$ cat config.mk
export PLATFORM = sky130hd
export DESIGN_NAME = eit_cpu_end_flat
export DESIGN_NICKNAME = d
export VERILOG_FILES = /design/src/shared/eit_pkg.sv /design/src/shared/eit_if.sv /design/src/design/eit_cpu_end.sv /design/src/design/eit_sync.sv /design/src/flat_wrapper.sv
export SDC_FILE = /design/constraint.sdc
export NUM_CORES = 1
export LEC_CHECK = 0
export ABC_AREA = 1
export BUFFER_PORTS_ARGS = -buffer_cell sky130_fd_sc_hd__clkbuf_2
export CORE_UTILIZATION = 49
export CTS_BUF_LIST = sky130_fd_sc_hd__clkbuf_16
export DETAILED_ROUTE_END_ITERATION = 10
export PLACE_DENSITY_LB_ADDON = 0.08
export REMOVE_ABC_BUFFERS = 1
export SLEW_MARGIN = 40
export SYNTH_ARGS = -nofsm -noshare
export SYNTH_HDL_FRONTEND = slang
export SYNTH_SLANG_ARGS = --single-unit
$ cat constraint.sdc
create_clock -name i_sys_clk -period 4.2 [get_ports i_sys_clk]
set_input_delay 0.42 -clock i_sys_clk [delete_from_list [all_inputs] [get_ports i_sys_clk]]
set_output_delay 0.42 -clock i_sys_clk [all_outputs]
set_load 0.05 [all_outputs]
$ cat src/shared/eit_pkg.sv
// ****************************************************************
// Shared constants for the exception entry and return unit
// ****************************************************************
package eit_pkg;

    // ************************************************************
    // Widths
    // ************************************************************
    localparam int PC_W    = 32;
    localparam int PSW_W   = 16;
    localparam int VECT_W  = 16;
    localparam int LVL_W   = 3;
    localparam int SRC_N   = 8;
    localparam int SRC_W   = 3;

    // ************************************************************
    // Status word field positions and reset value
    // ************************************************************
    localparam int PSW_C_BIT   = 0;
    localparam int PSW_IE_BIT  = 6;
    localparam int PSW_SM_BIT  = 7;
    localparam int PSW_BC_BIT  = 8;
    localparam int PSW_BIE_BIT = 14;
    localparam int PSW_BSM_BIT = 15;
    localparam logic [PSW_W-1:0] PSW_RST = 16'h0000;

    // ************************************************************
    // Vector entry addresses, one per cause except return
    // ************************************************************
    localparam logic [PC_W-1:0] VEC_RESET = 32'h0000_0000;
    localparam logic [PC_W-1:0] VEC_SBI   = 32'h0000_0010;
    localparam logic [PC_W-1:0] VEC_RIE   = 32'h0000_0020;
    localparam logic [PC_W-1:0] VEC_AE    = 32'h0000_0030;
    localparam logic [PC_W-1:0] VEC_TRAP  = 32'h0000_0040;
    localparam logic [PC_W-1:0] VEC_EI    = 32'h0000_0080;

    // ************************************************************
    // Peripheral vector table and priority levels
    // ************************************************************
    localparam logic [PC_W-1:0]  VTAB_BASE   = 32'h0000_0094;
    localparam logic [PC_W-1:0]  VTAB_STEP   = 32'h0000_0004;
    localparam logic [LVL_W-1:0] LVL_DISABLE = 3'h0;
    localparam logic [LVL_W-1:0] MASK_RST    = 3'h0;

    // ************************************************************
    // Access sizes and causes
    // ************************************************************
    localparam logic [1:0] SIZE_BYTE = 2'h0;
    localparam logic [1:0] SIZE_HALF = 2'h1;
    localparam logic [1:0] SIZE_WORD = 2'h2;

    typedef enum logic [2:0] {
        CAUSE_NONE  = 3'b000,
        CAUSE_RESET = 3'b001,
        CAUSE_SBI   = 3'b010,
        CAUSE_RIE   = 3'b011,
        CAUSE_AE    = 3'b100,
        CAUSE_TRAP  = 3'b101,
        CAUSE_EI    = 3'b110,
        CAUSE_RTE   = 3'b111
    } eit_cause_type;

endpackage
$ cat src/shared/eit_if.sv
`timescale 1ns/100ps
// ****************************************************************
// Link between the CPU end and the interrupt controller end
// ****************************************************************
interface eit_if;
    logic                        irq_req;
    logic                        irq_ack;
    logic                        vect_rd;
    logic [eit_pkg::VECT_W-1:0]  vect_data;
    logic                        mask_wr;
    logic [eit_pkg::LVL_W-1:0]   mask_wdata;
    logic [eit_pkg::LVL_W-1:0]   mask_rdata;

    modport cpu (
        input  irq_req,
        input  vect_data,
        input  mask_rdata,
        output irq_ack,
        output vect_rd,
        output mask_wr,
        output mask_wdata
    );

    modport ctrl (
        output irq_req,
        output vect_data,
        output mask_rdata,
        input  irq_ack,
        input  vect_rd,
        input  mask_wr,
        input  mask_wdata
    );
endinterface

$ cat src/design/eit_cpu_end.sv
`timescale 1ns/100ps
// Contract
// - Unimplemented instruction raises illegal-opcode fault
// - Unaligned load or store raises misalign fault
// - Reset event outranks every other cause
// - Power-down or watchdog pin takes system break
// - Controller offers winner among seven enabled priority levels (1 to 7; level 0 disables)
// - Trap instruction raises software trap event
// - Non-reset event saves PC and status word
// - Jump to vector entry of the cause
// - Return restores status word and PC
// - Saved PC is faulting or following instruction
// - Stack select, enable, carry copied to saved field
// - Vector read loads source level into mask
// - Vector index holds low 16 address bits
// - Enable set admits higher nested peripheral interrupt
// - Enable clear blocks peripheral interrupts
// - Handler restores saved mask before return
// - Controller latches vector index on acceptance
module eit_cpu_end (
    input  wire logic                              i_sys_clk,
    input  wire logic                              i_reset_n,
    input  wire logic                              i_instr_valid,
    input  wire logic                              i_instr_illegal,
    input  wire logic                              i_instr_trap,
    input  wire logic                              i_instr_rte,
    input  wire logic                              i_instr_ldst,
    input  wire logic [1:0]                        i_ldst_size,
    input  wire logic [1:0]                        i_ldst_addr,
    input  wire logic [eit_pkg::PC_W-1:0]          i_pc,
    input  wire logic [eit_pkg::PC_W-1:0]          i_next_pc,
    input  wire logic                              i_psw_wr,
    input  wire logic [eit_pkg::PSW_W-1:0]         i_psw_wdata,
    input  wire logic                              i_sys_break_n,
    input  wire logic                              i_vect_rd,
    input  wire logic                              i_mask_wr,
    input  wire logic [eit_pkg::LVL_W-1:0]         i_mask_wdata,
    output logic                                   o_redirect,
    output logic [eit_pkg::PC_W-1:0]               o_redirect_pc,
    output eit_pkg::eit_cause_type                 o_cause,
    output logic [eit_pkg::PSW_W-1:0]              o_psw,
    output logic [eit_pkg::PC_W-1:0]               o_bpc,
    output logic [eit_pkg::VECT_W-1:0]             o_vect_data,
    output logic [eit_pkg::LVL_W-1:0]              o_mask_rdata,
    eit_if.cpu                                     bus
);
    // ************************************************************
    // Cause detection
    // ************************************************************
    logic                            reset_event;
    logic                            sbi_level;
    logic                            sbi_prev;
    logic                            system_break_irq;
    logic                            illegal_opcode_fault;
    logic                            misalign_fault;
    logic                            trap_event;
    logic                            peripheral_irq;
    logic                            rte_exec;
    logic                            misaligned;
    logic                            ie;
    eit_pkg::eit_cause_type          next_cause;
    logic [eit_pkg::PC_W-1:0]        next_vec;
    logic [eit_pkg::PC_W-1:0]        next_bpc;
    logic [eit_pkg::PSW_W-1:0]       psw_entry;
    logic [eit_pkg::PSW_W-1:0]       psw_return;
    logic                            take_event;

    // Filtered break pin; falling edge is the event
    eit_sync u_sbi_sync (
        .i_sys_clk (i_sys_clk),
        .i_reset_n (i_reset_n),
        .i_pin     (i_sys_break_n),
        .o_level   (sbi_level)
    );

    assign ie               = o_psw[eit_pkg::PSW_IE_BIT];
    assign system_break_irq = sbi_prev && !sbi_level;
    assign illegal_opcode_fault = i_instr_valid && i_instr_illegal;
    assign misaligned = ((i_ldst_size == eit_pkg::SIZE_HALF) && i_ldst_addr[0])
                     || ((i_ldst_size == eit_pkg::SIZE_WORD) && (i_ldst_addr != 2'h0));
    assign misalign_fault = i_instr_valid && !i_instr_illegal
                          && i_instr_ldst && misaligned;
    assign trap_event = i_instr_valid && !i_instr_illegal
                      && i_instr_trap;
    assign rte_exec   = i_instr_valid && !i_instr_illegal && i_instr_rte;
    // Peripheral request only while enabled
    assign peripheral_irq = bus.irq_req && ie && !bus.irq_ack;

    // ************************************************************
    // Cause priority and vector selection
    // ************************************************************
    // Reset first, then break, faults, trap, peripheral
    assign next_cause =
        reset_event          ? eit_pkg::CAUSE_RESET :
        system_break_irq     ? eit_pkg::CAUSE_SBI   :
        illegal_opcode_fault ? eit_pkg::CAUSE_RIE   :
        misalign_fault       ? eit_pkg::CAUSE_AE    :
        trap_event           ? eit_pkg::CAUSE_TRAP  :
        peripheral_irq       ? eit_pkg::CAUSE_EI    :
        rte_exec             ? eit_pkg::CAUSE_RTE   :
                               eit_pkg::CAUSE_NONE;

    assign next_vec =
        (next_cause == eit_pkg::CAUSE_RESET) ? eit_pkg::VEC_RESET :
        (next_cause == eit_pkg::CAUSE_SBI)   ? eit_pkg::VEC_SBI   :
        (next_cause == eit_pkg::CAUSE_RIE)   ? eit_pkg::VEC_RIE   :
        (next_cause == eit_pkg::CAUSE_AE)    ? eit_pkg::VEC_AE    :
        (next_cause == eit_pkg::CAUSE_TRAP)  ? eit_pkg::VEC_TRAP  :
        (next_cause == eit_pkg::CAUSE_EI)    ? eit_pkg::VEC_EI    :
                                               o_bpc;

    // Faults re-run the instruction, trap resumes after it
    assign next_bpc = (next_cause == eit_pkg::CAUSE_TRAP) ? i_next_pc : i_pc;

    assign take_event = (next_cause != eit_pkg::CAUSE_NONE)
                     && (next_cause != eit_pkg::CAUSE_RTE);

    // ************************************************************
    // Status word images on entry and on return
    // ************************************************************
    // Entry: copy SM, IE, C to saved field, then clear IE
    always_comb begin
        psw_entry = o_psw;
        psw_entry[eit_pkg::PSW_BSM_BIT] = o_psw[eit_pkg::PSW_SM_BIT];
        psw_entry[eit_pkg::PSW_BIE_BIT] = o_psw[eit_pkg::PSW_IE_BIT];
        psw_entry[eit_pkg::PSW_BC_BIT]  = o_psw[eit_pkg::PSW_C_BIT];
        psw_entry[eit_pkg::PSW_IE_BIT]  = 1'b0;
    end

    // Return: saved field back into the working bits
    always_comb begin
        psw_return = o_psw;
        psw_return[eit_pkg::PSW_SM_BIT] = o_psw[eit_pkg::PSW_BSM_BIT];
        psw_return[eit_pkg::PSW_IE_BIT] = o_psw[eit_pkg::PSW_BIE_BIT];
        psw_return[eit_pkg::PSW_C_BIT]  = o_psw[eit_pkg::PSW_BC_BIT];
    end

    // ************************************************************
    // Registers
    // ************************************************************
    // Reset event pending from reset until first clock after release
    always_ff @(posedge i_sys_clk or negedge i_reset_n) begin
        if (!i_reset_n) begin
            reset_event <= 1'b1;
            sbi_prev    <= 1'b1;
        end else begin
            reset_event <= 1'b0;
            sbi_prev    <= sbi_level;
        end
    end

    // Status word and backup PC; events override software writes
    always_ff @(posedge i_sys_clk or negedge i_reset_n) begin
        if (!i_reset_n) begin
            o_psw <= eit_pkg::PSW_RST;
            o_bpc <= '0;
        end else if (next_cause == eit_pkg::CAUSE_RESET) begin
            o_psw <= eit_pkg::PSW_RST;
        end else if (take_event) begin
            o_psw <= psw_entry;
            o_bpc <= next_bpc;
        end else if (rte_exec) begin
            o_psw <= psw_return;
        end else if (i_psw_wr) begin
            o_psw <= i_psw_wdata;
        end
    end

    // Redirect pulse to the fetch unit and link strobes
    always_ff @(posedge i_sys_clk or negedge i_reset_n) begin
        if (!i_reset_n) begin
            o_redirect     <= 1'b0;
            o_redirect_pc  <= '0;
            o_cause        <= eit_pkg::CAUSE_NONE;
            bus.irq_ack    <= 1'b0;
            bus.vect_rd    <= 1'b0;
            bus.mask_wr    <= 1'b0;
            bus.mask_wdata <= '0;
            o_vect_data    <= '0;
            o_mask_rdata   <= '0;
        end else begin
            o_redirect     <= next_cause != eit_pkg::CAUSE_NONE;
            o_redirect_pc  <= next_vec;
            o_cause        <= next_cause;
            bus.irq_ack    <= next_cause == eit_pkg::CAUSE_EI;
            bus.vect_rd    <= i_vect_rd;
            bus.mask_wr    <= i_mask_wr;
            bus.mask_wdata <= i_mask_wdata;
            o_vect_data    <= bus.vect_data;
            o_mask_rdata   <= bus.mask_rdata;
        end
    end
endmodule

$ cat src/design/eit_sync.sv
`timescale 1ns/100ps
// ****************************************************************
// Three-stage pin synchroniser; output changes once stages 2 and 3 agree
// ****************************************************************
module eit_sync (
    input  wire logic i_sys_clk,
    input  wire logic i_reset_n,
    input  wire logic i_pin,
    output logic      o_level
);
    logic stage1;
    logic stage2;
    logic stage3;
    logic agree;

    // Agreement of the last two stages
    assign agree = (stage2 == stage3);

    // Shift chain and filtered level; reset value is idle high
    always_ff @(posedge i_sys_clk or negedge i_reset_n) begin
        if (!i_reset_n) begin
            stage1  <= 1'b1;
            stage2  <= 1'b1;
            stage3  <= 1'b1;
            o_level <= 1'b1;
        end else begin
            stage1 <= i_pin;
            stage2 <= stage1;
            stage3 <= stage2;
            if (agree) begin
                o_level <= stage3;
            end
        end
    end
endmodule

$ cat src/flat_wrapper.sv
// flat-port wrapper written by rule: the top's interface ports become plain ports
module eit_cpu_end_flat 
  (i_sys_clk, i_reset_n, i_instr_valid, i_instr_illegal, i_instr_trap, i_instr_rte, i_instr_ldst, i_ldst_size, i_ldst_addr, i_pc, i_next_pc, i_psw_wr, i_psw_wdata, i_sys_break_n, i_vect_rd, i_mask_wr, i_mask_wdata, o_redirect, o_redirect_pc, o_cause, o_psw, o_bpc, o_vect_data, o_mask_rdata, bus_irq_req, bus_vect_data, bus_mask_rdata, bus_irq_ack, bus_vect_rd, bus_mask_wr, bus_mask_wdata);
  eit_if bus_i ();
  input  wire logic i_sys_clk;
  input  wire logic i_reset_n;
  input  wire logic i_instr_valid;
  input  wire logic i_instr_illegal;
  input  wire logic i_instr_trap;
  input  wire logic i_instr_rte;
  input  wire logic i_instr_ldst;
  input  wire logic [1:0] i_ldst_size;
  input  wire logic [1:0] i_ldst_addr;
  input  wire logic [eit_pkg::PC_W-1:0] i_pc;
  input  wire logic [eit_pkg::PC_W-1:0] i_next_pc;
  input  wire logic i_psw_wr;
  input  wire logic [eit_pkg::PSW_W-1:0] i_psw_wdata;
  input  wire logic i_sys_break_n;
  input  wire logic i_vect_rd;
  input  wire logic i_mask_wr;
  input  wire logic [eit_pkg::LVL_W-1:0] i_mask_wdata;
  output logic o_redirect;
  output logic [eit_pkg::PC_W-1:0] o_redirect_pc;
  output eit_pkg::eit_cause_type o_cause;
  output logic [eit_pkg::PSW_W-1:0] o_psw;
  output logic [eit_pkg::PC_W-1:0] o_bpc;
  output logic [eit_pkg::VECT_W-1:0] o_vect_data;
  output logic [eit_pkg::LVL_W-1:0] o_mask_rdata;
  input wire logic [$bits(bus_i.irq_req)-1:0] bus_irq_req;
  input wire logic [$bits(bus_i.vect_data)-1:0] bus_vect_data;
  input wire logic [$bits(bus_i.mask_rdata)-1:0] bus_mask_rdata;
  output wire logic [$bits(bus_i.irq_ack)-1:0] bus_irq_ack;
  output wire logic [$bits(bus_i.vect_rd)-1:0] bus_vect_rd;
  output wire logic [$bits(bus_i.mask_wr)-1:0] bus_mask_wr;
  output wire logic [$bits(bus_i.mask_wdata)-1:0] bus_mask_wdata;
  assign bus_i.irq_req = bus_irq_req;
  assign bus_i.vect_data = bus_vect_data;
  assign bus_i.mask_rdata = bus_mask_rdata;
  assign bus_irq_ack = bus_i.irq_ack;
  assign bus_vect_rd = bus_i.vect_rd;
  assign bus_mask_wr = bus_i.mask_wr;
  assign bus_mask_wdata = bus_i.mask_wdata;
  eit_cpu_end u_core (.i_sys_clk(i_sys_clk), .i_reset_n(i_reset_n), .i_instr_valid(i_instr_valid), .i_instr_illegal(i_instr_illegal), .i_instr_trap(i_instr_trap), .i_instr_rte(i_instr_rte), .i_instr_ldst(i_instr_ldst), .i_ldst_size(i_ldst_size), .i_ldst_addr(i_ldst_addr), .i_pc(i_pc), .i_next_pc(i_next_pc), .i_psw_wr(i_psw_wr), .i_psw_wdata(i_psw_wdata), .i_sys_break_n(i_sys_break_n), .i_vect_rd(i_vect_rd), .i_mask_wr(i_mask_wr), .i_mask_wdata(i_mask_wdata), .o_redirect(o_redirect), .o_redirect_pc(o_redirect_pc), .o_cause(o_cause), .o_psw(o_psw), .o_bpc(o_bpc), .o_vect_data(o_vect_data), .o_mask_rdata(o_mask_rdata), .bus(bus_i));
endmodule
==> flow_summary.ini <==
[status]
outcome = completed

[timing]
finalSetupTns_ns = 0
finClkSkew_ns = 0.00818
fmax_ghz = 0.357
tightest_slew_ns = 0.752
layout_min_cycle_time_ns = 2.80
timing.slew.headroom = 0.499
period_share = 0.667
rsz0062_at_grt = false
setup_viol = 0
finalHoldViolCount = 0
maxSlewViolCount = 0

[cells_and_area]
layout.nets = 818
synthToLayoutAreaGrowth_pct = 37.9
drive_gt1_frac = 0.407
n_fill_cell = 727
antennaDiodeCount = 0

[synthesis]
synth.area.top_cells = dfrtp_1 (59%), inv_1 (7.3%), nand2_1 (7.0%)
netlist_area_sq_um = 4630
muxShareOfSynthArea = 0
synth_most_common_cell = dfrtp_1
synth_cells = 473
syn_avg_cell_area_sq_um = 9.80
synth_top_area_cell = dfrtp_1
synth_seq_area_share = 0.623
ys_types = 29
yosys_most_used_dff = dfrtp_1
yosys.area_share.simple = 0.161
synthArstFlopShare = 1.00
synth_top_area_frac = 0.589
synthXorXnorAreaFrac = 0
yosys.area_share.adder = 0.00216
synth_compound_area_frac = 0.109
synth-edff-count = 0
yosysWarnings = 0
synth_common_cells = dfrtp_1 (109), inv_1 (90), nand2_1 (87), o211ai_1 (30), nor2_1 (29)
synth_top_family_by_area = simple AND/OR/NAND/NOR gates
synth_seq_cells = 115

[setup_path]
max_stage_delay_ns = 0.84
path_cells = inv_1, nand2_1, inv_1, a21oi_2, nand2_2, nand2_4, nand2_4, nor2_1, inv_1, nand2_1, nand2_1
crit_arrival_ns = 3.10
start_kind = flip-flop
crit_required_ns = 4.50
worstPathMaxFanout = 70
cp-end-kind = flip-flop
crit_type = reg -> reg
crit_path_top_delay_cell = dfstp_2

[clock_tree]
cts_root_buffer = clkbuf_16
cts_buffers = 17
insertion_delay_ns = 0.41
cts_buffer_depth = 2
cts_tree = done
htree_levels = 4
clk_pin_slew_worst_paths_ns = 0.06
post_cts_buffers = 0
cts_hold_buf = 0
cts_resized = 0
clkSinkCount = 115

[route]
postRouteAntennaNets = 0
wire_per_inst_um = 13.3
drc = 0
vias_per_cell = 4.79
num_vias = 3950
drt_pass1_iterations = 4
drt_iter0_markers = 110
routed_wirelength_um = 11000

[global_routing]
grt_pass1_vias = 3718
overflow = 0
grt_pass1_wl_um = 17800
grt_max_degree = 92
antenna_found_initial = 0
grtUsageTotal = 0.236

[pwr]
ir_drop_uv = 275
total_power_w = 0.00375
p_leak_nw = 3.69
p_per_area_nw_per_um2 = 586

[floorplan]
ios = 227
core_sq_um = 9200
dieArea_sq_um = 9850
die-height_um = 99.2
initial_utilization = 0.504
die_width_um = 99.2
rows = 35

[place]
portBuffers = 226
dp_hpwl_um = 7780
routabilityCongestion = 0.813

[min_path]
hp-class = in -> async

[flow_run]
maxCapViolCount = 0
-- state kept, by name (all words and copies together) (netlist names) --
register / cells
u_core.bus.mask_wdata: 3
u_core.bus.vect_rd: 1
u_core.reset_event: 1
u_core.u_sbi_sync.stage3: 1
u_core.o_vect_data: 16
u_core.o_cause: 3
u_core.o_bpc: 32
u_core.u_sbi_sync.o_level: 1
u_core.bus.mask_wr: 1
u_core.o_redirect: 1
u_core.bus.irq_ack: 1
u_core.o_psw: 16
u_core.u_sbi_sync.stage2: 1
u_core.o_mask_rdata: 3
u_core.u_sbi_sync.stage1: 1
u_core.sbi_prev: 1
u_core.o_redirect_pc: 32
-- metal layers --
layer,global-route usage,share of wire,up-vias
li1,-,-,1943
met1,0.288,0.40,1833
met2,0.392,0.51,151
met3,0.0654,0.067,23
met4,0.110,0.023,0
met5,0,0,-
-- cell type report --
class | count | area, sq um | share of cell area
multi-input cells | 245 | 1270 | 0.199
clock inverters | 15 | 159 | 0.0249
well taps | 111 | 139 | 0.0217
flip-flops and latches | 115 | 2890 | 0.451
inverters | 92 | 347 | 0.0542
repair buffers | 229 | 1160 | 0.182
clock buffers | 17 | 425 | 0.0666
-- power by group --
part	leakage (nW)	internal, W	total, W	switching, W
combinational	1.96	0.000221	0.00102	0.000799
sequential	1.45	0.00126	0.00133	0.0000744
clock	0.282	0.000877	0.00139	0.000514
total	3.69	0.00236	0.00375	0.00139
-- worst max-delay path: cells and delay by family (launching register included) --
family                 cells  cell delay [ns]
AO/OA/AOI/OAI              1             0.17
AND/OR/NAND/NOR            7             1.18
flip-flops                 1             0.84
buffers and inverters      3             0.50
-- layout by cell type (no fill, tap or decap), types with 2 or more instances in the layout --
cell	n
bufinv_16	2
nor2_1	29
inv_1	90
clkbuf_2	225
nand2_2	3
nand2_1	87
buf_4	3
nand3_1	24
inv_6	3
o21ai_0	27
dfrtp_1	109
a21oi_1	6
nand2_4	2
nor3_2	10
o21ai_1	17
o211ai_1	30
clkinv_4	5
nor2_2	2
clkinvlp_4	2
clkbuf_16	17
dfstp_2	6
clkinv_2	3
-- cells by family after synthesis --
logic type      count (synthesis)
other cells                     1
compound gates                 83
simple gates                  160
buf+inv                       113
flops                         115
fa+ha+maj                       1
-- per-stage QoR --
stage	hold WS [ns]	setup WS (ns)	util	area, sq um	std cells
floorplan	0.124	1.70	-	4500	452
global placement	0.346	1.09	0.630	5790	792
detailed placement	0.347	1.34	0.631	5800	792
CTS	0.0917	1.32	0.695	6390	824
global route	0.0860	1.05	0.695	6390	824
finish	0.0550	1.40	0.695	6390	824
-- path summary, 6_finish.rpt --
path	startpoint	end	slack [ns]	cells after the start
max	u_core.reset_event	u_core.o_psw[7]	1.40	11
min in group i_sys_clk	i_sys_break_n	u_core.u_sbi_sync.stage1	0.10	1
min	i_reset_n	u_core.o_vect_data[0]	0.05	1
min reg2reg	u_core.u_sbi_sync.stage1	u_core.u_sbi_sync.stage2	0.36	0
max reg2reg	u_core.reset_event	u_core.o_psw[7]	1.40	11
max in group asynchronous	i_reset_n	u_core.o_redirect_pc[11]	3.29	2
Note: power is estimated with default switching activity, not from simulation.
